## config.mk

```make
export PLATFORM = sky130hd
export DESIGN_NAME = hrd_interp
export DESIGN_NICKNAME = d
export VERILOG_FILES = /design/src/rtl/hrd_pkg.sv /design/src/rtl/hrd_interp.sv /design/src/rtl/hrd_fifo.sv
export VERILOG_INCLUDE_DIRS = /design/src /design/src/rtl
export SDC_FILE = /design/constraint.sdc
export NUM_CORES = 2
export LEC_CHECK = 0
export ABC_AREA = 1
export BUFFER_PORTS_ARGS = -buffer_cell sky130_fd_sc_hd__buf_2
export CORE_MARGIN = 5
export CORE_UTILIZATION = 55
export CTS_CLUSTER_DIAMETER = 200
export DETAILED_ROUTE_END_ITERATION = 12
export GPL_TIMING_DRIVEN = 0
export PLACE_DENSITY = 0.72
export SLEW_MARGIN = 20
export SYNTH_ARGS = -nofsm -noshare
export SYNTH_HDL_FRONTEND = slang
export SYNTH_SLANG_ARGS = --single-unit
```

## constraint.sdc

```tcl
create_clock -name i_core_clk -period 10.15 [get_ports i_core_clk]
set_clock_uncertainty 0.1 [all_clocks]
set_input_delay 0 -clock i_core_clk [delete_from_list [all_inputs] [get_ports i_core_clk]]
set_output_delay 0 -clock i_core_clk [all_outputs]
set_load 0.02 [all_outputs]
```

## src/rtl/hrd_regs.svh

```systemverilog
// character codes, record layout constants and buffer sizes of the hex record interpreter
`ifndef HRD_REGS_SVH
`define HRD_REGS_SVH
`define HRD_CH_CR       8'h0d
`define HRD_CH_LF       8'h0a
`define HRD_CH_ESC      8'h1b
`define HRD_CH_COLON    8'h3a
`define HRD_CH_S        8'h53
`define HRD_CH_ACK      8'h06
`define HRD_CH_NAK      8'h05
`define HRD_CMD_WORD    48'h48_45_58_44_57_4c
`define HRD_CMD_LEN     3'h6
`define HRD_I_HDR       10'h004
`define HRD_I_TYPE_IDX  10'h003
`define HRD_I_ADDR_LEN  8'h02
`define HRD_IT_DATA     8'h00
`define HRD_IT_BANK     8'h04
`define HRD_IT_VEC      8'h05
`define HRD_I_SUM       8'h00
`define HRD_S_SUM       8'hff
`define HRD_TXF_DEPTH   8
`define HRD_LBUF_DEPTH  256
`define HRD_BYTE_W      8
`endif

```

## src/rtl/hrd_pkg.sv

```systemverilog
// types and character helpers of the hex record interpreter
package hrd_pkg;
   typedef enum logic [2:0] {
      ST_CMD   = 3'b000,
      ST_REC   = 3'b001,
      ST_LF    = 3'b011,
      ST_DRAIN = 3'b010,
      ST_RESP  = 3'b110,
      ST_FWAIT = 3'b111
   } hrd_state_e;

   function automatic logic hrd_is_hex(input logic [7:0] c);
      return (c >= 8'h30 && c <= 8'h39) || (c >= 8'h41 && c <= 8'h46) ||
             (c >= 8'h61 && c <= 8'h66);
   endfunction : hrd_is_hex

   function automatic logic [3:0] hrd_hex_val(input logic [7:0] c);
      return (c <= 8'h39) ? c[3:0] : c[3:0] + 4'h9;
   endfunction : hrd_hex_val

   function automatic logic [7:0] hrd_upper(input logic [7:0] c);
      return (c >= 8'h61 && c <= 8'h7a) ? c - 8'h20 : c;
   endfunction : hrd_upper

   function automatic logic hrd_is_print(input logic [7:0] c);
      return c >= 8'h20 && c < 8'h7f;
   endfunction : hrd_is_print
endpackage : hrd_pkg

```

## src/rtl/hrd_interp.sv

```systemverilog
// hex record download interpreter: command line, single-line and file download
`timescale 1ns/1ps
`include "hrd_regs.svh"
// Operation
// - a line opening with colon is a record; only data records (type 00) write their data to memory
// - record format and checksum are checked before anything is accepted
// - single-line download echoes each character, carriage return as CR LF
// - lines opening with S are taken as S-records
// - file download command word plus carriage return enters file mode
// - command word is echoed, its carriage return is not
// - no echo for record characters in file mode
// - each good line in file mode is answered with 06H
// - escape or a good record of data length zero ends file mode
// - checksum or format error in file mode answers 05H
// - a start vector record loads program counter bank and counter
module hrd_interp
   import hrd_pkg::*;
(
   input  wire logic       i_core_clk,
   input  wire logic       i_sys_rst,
   input  wire logic       i_rx_valid,
   output logic            o_rx_ready,
   input  wire logic [7:0] i_rx_data,
   output logic            o_tx_valid,
   input  wire logic       i_tx_ready,
   output logic [7:0]      o_tx_data,
   output logic            o_mem_we,
   output logic [23:0]     o_mem_addr,
   output logic [7:0]      o_mem_data,
   output logic            o_pc_load,
   output logic [7:0]      o_pc_bank,
   output logic [15:0]     o_pc,
   output logic            o_file_mode
);
   hrd_state_e  state_q, state_d;
   logic        file_q, file_d, srec_q, srec_d, rec_q, rec_d, ntype_q, ntype_d;
   logic        nib_q, nib_d, err_q, err_d, cbad_q, cbad_d, ok_q, ok_d, zero_q, zero_d;
   logic [3:0]  stype_q, stype_d, hi_q, hi_d;
   logic [9:0]  idx_q, idx_d;
   logic [7:0]  sum_q, sum_d, len_q, len_d, rtype_q, rtype_d, bank_q, bank_d;
   logic [7:0]  widx_q, widx_d;
   logic [2:0]  cmd_q, cmd_d;
   logic [23:0] addr_q, addr_d, maddr_q, maddr_d;
   logic [31:0] dat_q, dat_d;
   logic        mwe_q, mwe_d, pcl_q, pcl_d;
   logic [7:0]  mdat_q, mdat_d, pcb_q, pcb_d;
   logic [15:0] pc_q, pc_d;

   logic        rx_fire, push_v, txf_rdy, start, fin;
   logic        lb_push, lb_flush, lb_pop, lb_valid;
   logic [7:0]  ch, chu, push_d, lb_din, lb_dout, b, alen, dlen;
   logic [9:0]  hdr, chk;
   logic        line_ok, wr_rec, vec_rec, bank_rec;
   logic [23:0] base;
   localparam logic [47:0] CMD_WORD = `HRD_CMD_WORD;

   hrd_fifo #(.W(`HRD_BYTE_W), .D(`HRD_TXF_DEPTH)) u_txf (
      .i_core_clk (i_core_clk),
      .i_sys_rst  (i_sys_rst),
      .i_flush    (1'b0),
      .i_in_valid (push_v),
      .o_in_ready (txf_rdy),
      .i_in_data  (push_d),
      .o_out_valid(o_tx_valid),
      .i_out_ready(i_tx_ready),
      .o_out_data (o_tx_data)
   );

   // whole line is held back so a late error can still discard it
   hrd_fifo #(.W(`HRD_BYTE_W), .D(`HRD_LBUF_DEPTH)) u_lbuf (
      .i_core_clk (i_core_clk),
      .i_sys_rst  (i_sys_rst),
      .i_flush    (lb_flush),
      .i_in_valid (lb_push),
      .o_in_ready (),
      .i_in_data  (lb_din),
      .o_out_valid(lb_valid),
      .i_out_ready(lb_pop),
      .o_out_data (lb_dout)
   );

   assign ch         = i_rx_data;
   assign chu        = hrd_upper(i_rx_data);
   assign o_rx_ready = (state_q == ST_CMD || state_q == ST_REC || state_q == ST_FWAIT) && txf_rdy;
   assign rx_fire    = i_rx_valid && o_rx_ready;
   assign b          = {hi_q, hrd_hex_val(ch)};
   assign o_mem_we   = mwe_q;
   assign o_mem_addr = maddr_q;
   assign o_mem_data = mdat_q;
   assign o_pc_load  = pcl_q;
   assign o_pc_bank  = pcb_q;
   assign o_pc       = pc_q;
   assign o_file_mode = file_q;

   always_comb begin
      unique case (stype_q)
         4'h2, 4'h8: alen = 8'h03;
         4'h3, 4'h7: alen = 8'h04;
         default:    alen = 8'h02;
      endcase
      if (!srec_q) begin
         alen = `HRD_I_ADDR_LEN;
      end
      hdr  = srec_q ? 10'(alen) + 10'h001 : `HRD_I_HDR;
      dlen = srec_q ? len_q - alen - 8'h01 : len_q;
      chk  = hdr + 10'(dlen);
      base = srec_q ? addr_q : {bank_q, addr_q[15:0]};
      line_ok = rec_q && !err_q && !nib_q && !ntype_q && idx_q == chk + 10'h001 &&
                sum_q == (srec_q ? `HRD_S_SUM : `HRD_I_SUM) &&
                !(srec_q && len_q <= alen);
      wr_rec   = srec_q ? (stype_q >= 4'h1 && stype_q <= 4'h3) : rtype_q == `HRD_IT_DATA;
      vec_rec  = srec_q ? (stype_q >= 4'h7 && stype_q <= 4'h9) : rtype_q == `HRD_IT_VEC;
      bank_rec = !srec_q && rtype_q == `HRD_IT_BANK;
   end

   always_comb begin
      state_d = state_q;  file_d = file_q;   srec_d = srec_q;   rec_d = rec_q;
      ntype_d = ntype_q;  nib_d = nib_q;     err_d = err_q;     cbad_d = cbad_q;
      ok_d = ok_q;        zero_d = zero_q;   stype_d = stype_q; hi_d = hi_q;
      idx_d = idx_q;      sum_d = sum_q;     len_d = len_q;     rtype_d = rtype_q;
      bank_d = bank_q;    widx_d = widx_q;   cmd_d = cmd_q;     addr_d = addr_q;
      dat_d = dat_q;      maddr_d = maddr_q; mdat_d = mdat_q;   pcb_d = pcb_q;
      pc_d = pc_q;        mwe_d = 1'b0;      pcl_d = 1'b0;
      push_v = 1'b0;  push_d = ch;  start = 1'b0;  fin = 1'b0;
      lb_push = 1'b0; lb_din = b;   lb_flush = 1'b0; lb_pop = 1'b0;
      unique case (state_q)
         ST_CMD: if (rx_fire) begin
            if (ch == `HRD_CH_CR) begin
               if (cmd_q == `HRD_CMD_LEN && !cbad_q) begin
                  file_d  = 1'b1;
                  state_d = ST_FWAIT;
               end else begin
                  push_v  = 1'b1;
                  state_d = ST_LF;
               end
               cmd_d  = '0;
               cbad_d = 1'b0;
            end else if (cmd_q == '0 && !cbad_q && (ch == `HRD_CH_COLON || chu == `HRD_CH_S)) begin
               push_v = 1'b1;
               start  = 1'b1;
            end else begin
               push_v = hrd_is_print(ch);
               if (cmd_q != `HRD_CMD_LEN && chu == CMD_WORD[47 - 8 * cmd_q -: 8]) begin
                  cmd_d = cmd_q + 3'h1;
               end else begin
                  cbad_d = 1'b1;
               end
            end
         end
         ST_REC: if (rx_fire) begin
            push_v = !file_q;
            if (ch == `HRD_CH_ESC && file_q) begin
               file_d   = 1'b0;
               rec_d    = 1'b0;
               lb_flush = 1'b1;
               state_d  = ST_CMD;
            end else if (ch == `HRD_CH_CR) begin
               state_d = file_q ? ST_DRAIN : ST_LF;
            end else if (ch == `HRD_CH_LF) begin
               state_d = ST_REC;
            end else if (ntype_q) begin
               ntype_d = 1'b0;
               stype_d = ch[3:0];
               err_d   = !(ch >= 8'h30 && ch <= 8'h39);
            end else if (!hrd_is_hex(ch)) begin
               err_d = 1'b1;
            end else if (!nib_q) begin
               nib_d = 1'b1;
               hi_d  = hrd_hex_val(ch);
            end else begin
               nib_d = 1'b0;
               sum_d = sum_q + b;
               idx_d = (idx_q == 10'h3ff) ? idx_q : idx_q + 10'h001;
               if (idx_q == '0) begin
                  len_d = b;
               end else if (idx_q < hdr) begin
                  if (!srec_q && idx_q == `HRD_I_TYPE_IDX) begin
                     rtype_d = b;
                  end else begin
                     addr_d = {addr_q[15:0], b};
                  end
               end else if (idx_q < chk) begin
                  lb_push = 1'b1;
                  dat_d   = {dat_q[23:0], b};
               end else if (idx_q > chk) begin
                  err_d = 1'b1;
               end
            end
         end
         ST_LF: begin
            push_v = 1'b1;
            push_d = `HRD_CH_LF;
            if (txf_rdy) begin
               state_d = ST_DRAIN;
            end
         end
         ST_DRAIN: begin
            if (line_ok && wr_rec && lb_valid) begin
               lb_pop  = 1'b1;
               mwe_d   = 1'b1;
               // colon records wrap inside their bank, never carry into it
               maddr_d = srec_q ? base + {16'h0000, widx_q}
                                : {bank_q, addr_q[15:0] + {8'h00, widx_q}};
               mdat_d  = lb_dout;
               widx_d  = widx_q + 8'h01;
            end else begin
               fin      = 1'b1;
               lb_flush = 1'b1;
               rec_d    = 1'b0;
               ok_d     = line_ok;
               zero_d   = dlen == 8'h00;
               if (line_ok && bank_rec) begin
                  bank_d = dat_q[7:0];
               end
               if (line_ok && vec_rec) begin
                  pcl_d = 1'b1;
                  pcb_d = srec_q ? addr_q[23:16] : dat_q[23:16];
                  pc_d  = srec_q ? addr_q[15:0] : dat_q[15:0];
               end
               state_d = file_q ? ST_RESP : ST_CMD;
            end
         end
         ST_RESP: begin
            push_v = 1'b1;
            push_d = ok_q ? `HRD_CH_ACK : `HRD_CH_NAK;
            if (txf_rdy) begin
               file_d  = !(ok_q && zero_q);
               state_d = (ok_q && zero_q) ? ST_CMD : ST_FWAIT;
            end
         end
         ST_FWAIT: if (rx_fire) begin
            if (ch == `HRD_CH_ESC) begin
               file_d  = 1'b0;
               state_d = ST_CMD;
            end else if (ch == `HRD_CH_COLON || chu == `HRD_CH_S) begin
               start = 1'b1;
            end
         end
         default: state_d = ST_CMD;
      endcase
      if (start) begin
         state_d = ST_REC;  srec_d = ch != `HRD_CH_COLON;  ntype_d = ch != `HRD_CH_COLON;
         rec_d = 1'b1;      nib_d = 1'b0;  err_d = 1'b0;   idx_d = '0;   sum_d = '0;
         len_d = '0;        rtype_d = '0;  stype_d = '0;   addr_d = '0;  dat_d = '0;
         widx_d = '0;       lb_flush = 1'b1;
      end
   end

   always_ff @(posedge i_core_clk or posedge i_sys_rst) begin
      if (i_sys_rst) begin
         state_q <= ST_CMD; file_q <= 1'b0; srec_q <= 1'b0; rec_q <= 1'b0;
         ntype_q <= 1'b0;   nib_q <= 1'b0;  err_q <= 1'b0;  cbad_q <= 1'b0;
         ok_q <= 1'b0;      zero_q <= 1'b0; stype_q <= '0;  hi_q <= '0;
         idx_q <= '0;       sum_q <= '0;    len_q <= '0;    rtype_q <= '0;
         bank_q <= '0;      widx_q <= '0;   cmd_q <= '0;    addr_q <= '0;
         dat_q <= '0;       maddr_q <= '0;  mdat_q <= '0;   pcb_q <= '0;
         pc_q <= '0;        mwe_q <= 1'b0;  pcl_q <= 1'b0;
      end else begin
         state_q <= state_d; file_q <= file_d; srec_q <= srec_d; rec_q <= rec_d;
         ntype_q <= ntype_d; nib_q <= nib_d;   err_q <= err_d;   cbad_q <= cbad_d;
         ok_q <= ok_d;       zero_q <= zero_d; stype_q <= stype_d; hi_q <= hi_d;
         idx_q <= idx_d;     sum_q <= sum_d;   len_q <= len_d;   rtype_q <= rtype_d;
         bank_q <= bank_d;   widx_q <= widx_d; cmd_q <= cmd_d;   addr_q <= addr_d;
         dat_q <= dat_d;     maddr_q <= maddr_d; mdat_q <= mdat_d; pcb_q <= pcb_d;
         pc_q <= pc_d;       mwe_q <= mwe_d;   pcl_q <= pcl_d;
      end
   end
endmodule : hrd_interp

```

## src/rtl/hrd_fifo.sv

```systemverilog
// byte fifo with registered read data, used for transmit and record line buffering
`timescale 1ns/1ps
module hrd_fifo #(
   parameter int W = 8,
   parameter int D = 8
) (
   input  wire logic         i_core_clk,
   input  wire logic         i_sys_rst,
   input  wire logic         i_flush,
   input  wire logic         i_in_valid,
   output logic              o_in_ready,
   input  wire logic [W-1:0] i_in_data,
   output logic              o_out_valid,
   input  wire logic         i_out_ready,
   output logic [W-1:0]      o_out_data
);
   localparam int AW = $clog2(D);
   logic [W-1:0]  mem_q [D];
   logic [AW-1:0] wp_q, wp_d, rp_q, rp_d;
   logic [AW:0]   cnt_q, cnt_d;
   logic [W-1:0]  rd_q, rd_d;
   logic          push, pop;

   assign o_in_ready  = cnt_q != D[AW:0];
   assign o_out_valid = cnt_q != '0;
   assign o_out_data  = rd_q;
   assign push        = i_in_valid && o_in_ready && !i_flush;
   assign pop         = o_out_valid && i_out_ready && !i_flush;

   always_comb begin
      wp_d  = wp_q + AW'(push);
      rp_d  = rp_q + AW'(pop);
      cnt_d = cnt_q + (AW+1)'(push) - (AW+1)'(pop);
      // bypass keeps the head register right when the write hits the next head
      rd_d  = (push && wp_q == rp_d) ? i_in_data : mem_q[rp_d];
      if (i_flush) begin
         wp_d  = '0;
         rp_d  = '0;
         cnt_d = '0;
      end
   end

   always_ff @(posedge i_core_clk) begin
      if (push) begin
         mem_q[wp_q] <= i_in_data;
      end
   end

   always_ff @(posedge i_core_clk or posedge i_sys_rst) begin
      if (i_sys_rst) begin
         wp_q  <= '0;
         rp_q  <= '0;
         cnt_q <= '0;
         rd_q  <= '0;
      end else begin
         wp_q  <= wp_d;
         rp_q  <= rp_d;
         cnt_q <= cnt_d;
         rd_q  <= rd_d;
      end
   end
endmodule : hrd_fifo

```

==> flow_summary.ini <==
[status]
outcome = complete, but fails checks
violations = setup timing

[sta]
relSlewSlack_pct = 10.5
rsz0062_at_grt = yes
finalCritPeriodShare_pct = 102
hold_viol_final = 0
setup_viol = 1
period_needed_ns = 10.34
setup_tns_ns = -0.190
worst_slew_pin_slew_ns = 1.34
drv_slew = 0
fmax_ghz = 0.0967
timing.final.ws_setup_ns = -0.190

[finish]
areaGrowthSynthToFinish_pct = 15.0
post-route-util_pct = 63.5
fin_area_sq_mm = 0.113
nNetsFinal = 8804
drive_gt1_share_pct = 13.0

[worst_setup_path]
r2r_end = u_lbuf.o_out_data[0]
path_buf_inv = 13
critPathArrivalTime_ns = 11.05
cp-start-kind = register
required_ns = 10.86
crit_fanout = 19
worst-setup-path-type = reg -> reg
rrSetupSlack_ns = -0.19
cp_slowest_cell = nor2_2
max_stage_delay_ns = 1.04
r2r_cells = 41
timing.rr.start = srec_q
path_common_cell = nand2_1
cp_top_family = buffers and inverters
endpoint_kind = register

[synth]
synth.most_common_cell = edfxtp_1
synth_area_leader_cell = edfxtp_1
synth_top_area_share_pct = 64.5
netlist_area_sq_mm = 0.0984
seq_area_frac_synth_pct = 70.3
synth_edf_count = 2112
yosys-top-cells-count = edfxtp_1, o21ai_0, nor2_1
async_flop_share_pct = 9.82
yosys-top-cells-area = edfxtp_1, o21ai_0, dfrtp_1, nor2_1, o22ai_1
avgSynthCellArea_sq_um = 11.9
syn_nets = 8349
synth_cell_types = 58
ys.flop_type = edfxtp_1
syn_inst = 8253
yosys_warnings = 0
synth_seq_cells = 2342

[placement]
hpwl_um = 282000
dp_slack_ns = -2.97
portBuffers = 77
placed_area_sq_mm = 0.104
place.gp.congestion = 1.24

[floorplanning]
pin_count = 81
die_x_um = 433
rows = 155
dieArea_sq_mm = 0.187
core-area_sq_mm = 0.178
die_y_um = 433
start_util_pct = 55.2

[detailed_routing]
routed_wl_um = 392000
first_iter_violations = 14239
dr.pass1.iters = 10
drc_errors = 0
viasPerCell = 6.79
vias = 76647
ant_nets = 0
post_drt_wl_per_cell_um = 34.7

[pwr]
ir_drop_mv = 0.169
pwr-share-seq_pct = 49.4
p_clk_share_pct = 36.8
combinationalPowerShare_pct = 13.8
power_report.internal_total_mw = 17.0
p_per_area_mw_per_mm2 = 208
p_leak_nw = 39.4
power.total_mw = 23.5
p_sw_share_pct = 27.5
p_sw_mw = 6.48

[global_routing]
antenna_found_initial = 32
grt_max_degree = 113
grt_usage_pct = 41.3
overflow = 0
grt_pass1_vias = 70556
grt_pass1_wl_um = 536000

[cts]
cts_inserted_buffers = 231
clk_pin_slew_ns = 0.06
cts_tree = built
ctsRootBufferMaster = clkbuf_16
clockBufferDepth = 3
clkSinkCount = 2342
htree_levels = 4
worstSkewPairLatency_ns = 0.94

[min_path]
hold_depth = 3
holdCritStartpoint = i_rx_data[0]
hold_class = in -> reg
hold_end = u_lbuf.mem_q[131][0]

[flow_run]
maxCapViolCount = 0
==> stage by stage <==
step	std cells	hold WS, ns
6_report	11287	0.151
5_1_grt	11270	0.134
4_1_cts	11260	0.108
3_5_place_dp	10803	-0.0186
3_3_place_gp	10685	0.273
2_1_floorplan	8253	0.138
==> registers in the layout (all words and copies together) (netlist names), 4 cells and up <==
register           cells
u_lbuf.wp_q            8
addr_q                24
dat_q                 24
o_mem_data             8
o_mem_addr            24
u_lbuf.cnt_q           9
bank_q                 8
rtype_q                8
u_lbuf.rp_q            8
idx_q                 10
o_pc_bank              8
o_pc                  16
stype_q                4
hi_q                   4
sum_q                  8
u_txf.mem_q           64
u_txf.o_out_data       8
u_lbuf.o_out_data      8
widx_q                 8
u_lbuf.mem_q        2048
u_txf.cnt_q            4
len_q                  8
==> cell type report <==
| cell class | count | area, sq um |
|---|---|---|
| flip-flops and latches | 2342 | 69200 |
| plain buffers | 569 | 2680 |
| diodes | 19 | 47.5 |
| multi-input cells | 5103 | 27100 |
| well taps | 2355 | 2950 |
| clock inverters | 159 | 1620 |
| clock buffers | 279 | 5970 |
| inverters | 233 | 903 |
| repair buffers | 228 | 2650 |
| fillers | 13433 | 65100 |
==> worst reg2reg max path, delay by kind of cell, from the launching register on <==
kind	cells	cell delay, ns
simple gates	15	2.96
compound gates	5	1.39
xor+xnor	3	0.83
flops	1	0.32
fa+ha+maj	5	1.59
buf+inv	13	3.06
==> power by group through the flow <==
stage / logic [mW] / registers (mW) / clock network, mW
2_1_floorplan: 1.51 / 12.2 / 0
3_3_place_gp: 2.22 / 12.8 / 0
3_5_place_dp: 3.07 / 11.8 / 0
4_1_cts: 3.10 / 11.6 / 8.59
5_1_grt: 3.46 / 11.6 / 9.01
6_report: 3.23 / 11.6 / 8.65
==> logic make-up after synthesis <==
logic type	share of synthesized area, %
AO/OA/AOI/OAI	13.2
XOR/XNOR	0.427
adder cells (fa/ha/maj)	1.11
buffers and inverters	3.26
flip-flops	70.3
multiplexers	0.102
other	0.00763
AND/OR/NAND/NOR	11.6
==> worst max path at each step <==
stage	from	end	slack, ns	cells after the start
2_1_floorplan	i_rx_data[1]	sum_q[6]	0.47	16
3_3_place_gp	i_rx_data[1]	len_q[0]	-9.96	9
3_5_place_dp	srec_q	u_lbuf.o_out_data[5]	-2.97	44
4_1_cts	srec_q	u_lbuf.o_out_data[5]	0.005	42
5_1_grt	srec_q	u_lbuf.o_out_data[0]	-0.46	42
6_report	srec_q	u_lbuf.o_out_data[0]	-0.19	41
==> placed cells by master, fill, tap and decap left out, drive strengths merged, types with 8 or more instances in the layout <==
cell,n
edfxtp,2112
nand2,592
dfrtp,230
o21ai,1547
nor3,292
mux2i,10
ha,78
xor2,36
o221ai,8
nand3,102
dlygate4sd3,24
clkinvlp,13
nor2,1538
clkbuf,780
nand4,39
bufinv,22
diode,19
a32oi,8
o22ai,685
inv,238
xnor2,12
nor4,12
o31ai,18
buf,272
clkinv,119
a21oi,59
o21bai,8
==> layer usage <==
metal | share of wire [%] | track usage (%) | vias to the layer above
li1 | - | - | 31208
met1 | 33 | 50.0 | 37084
met2 | 41 | 57.6 | 6729
met3 | 16 | 17.6 | 1612
met4 | 10 | 33.3 | 14
met5 | 0.028 | 0 | -
==> timing repair <==
action                                  4_1_cts  5_1_grt
pin swaps                                     1        3
hold buffers                                 24        0
endpoints found under the hold margin       575        0
resized for setup                           155      249
endpoints found under the setup margin       10        8
setup buffers                                 0        4
Power figures use the tool's default switching activity.
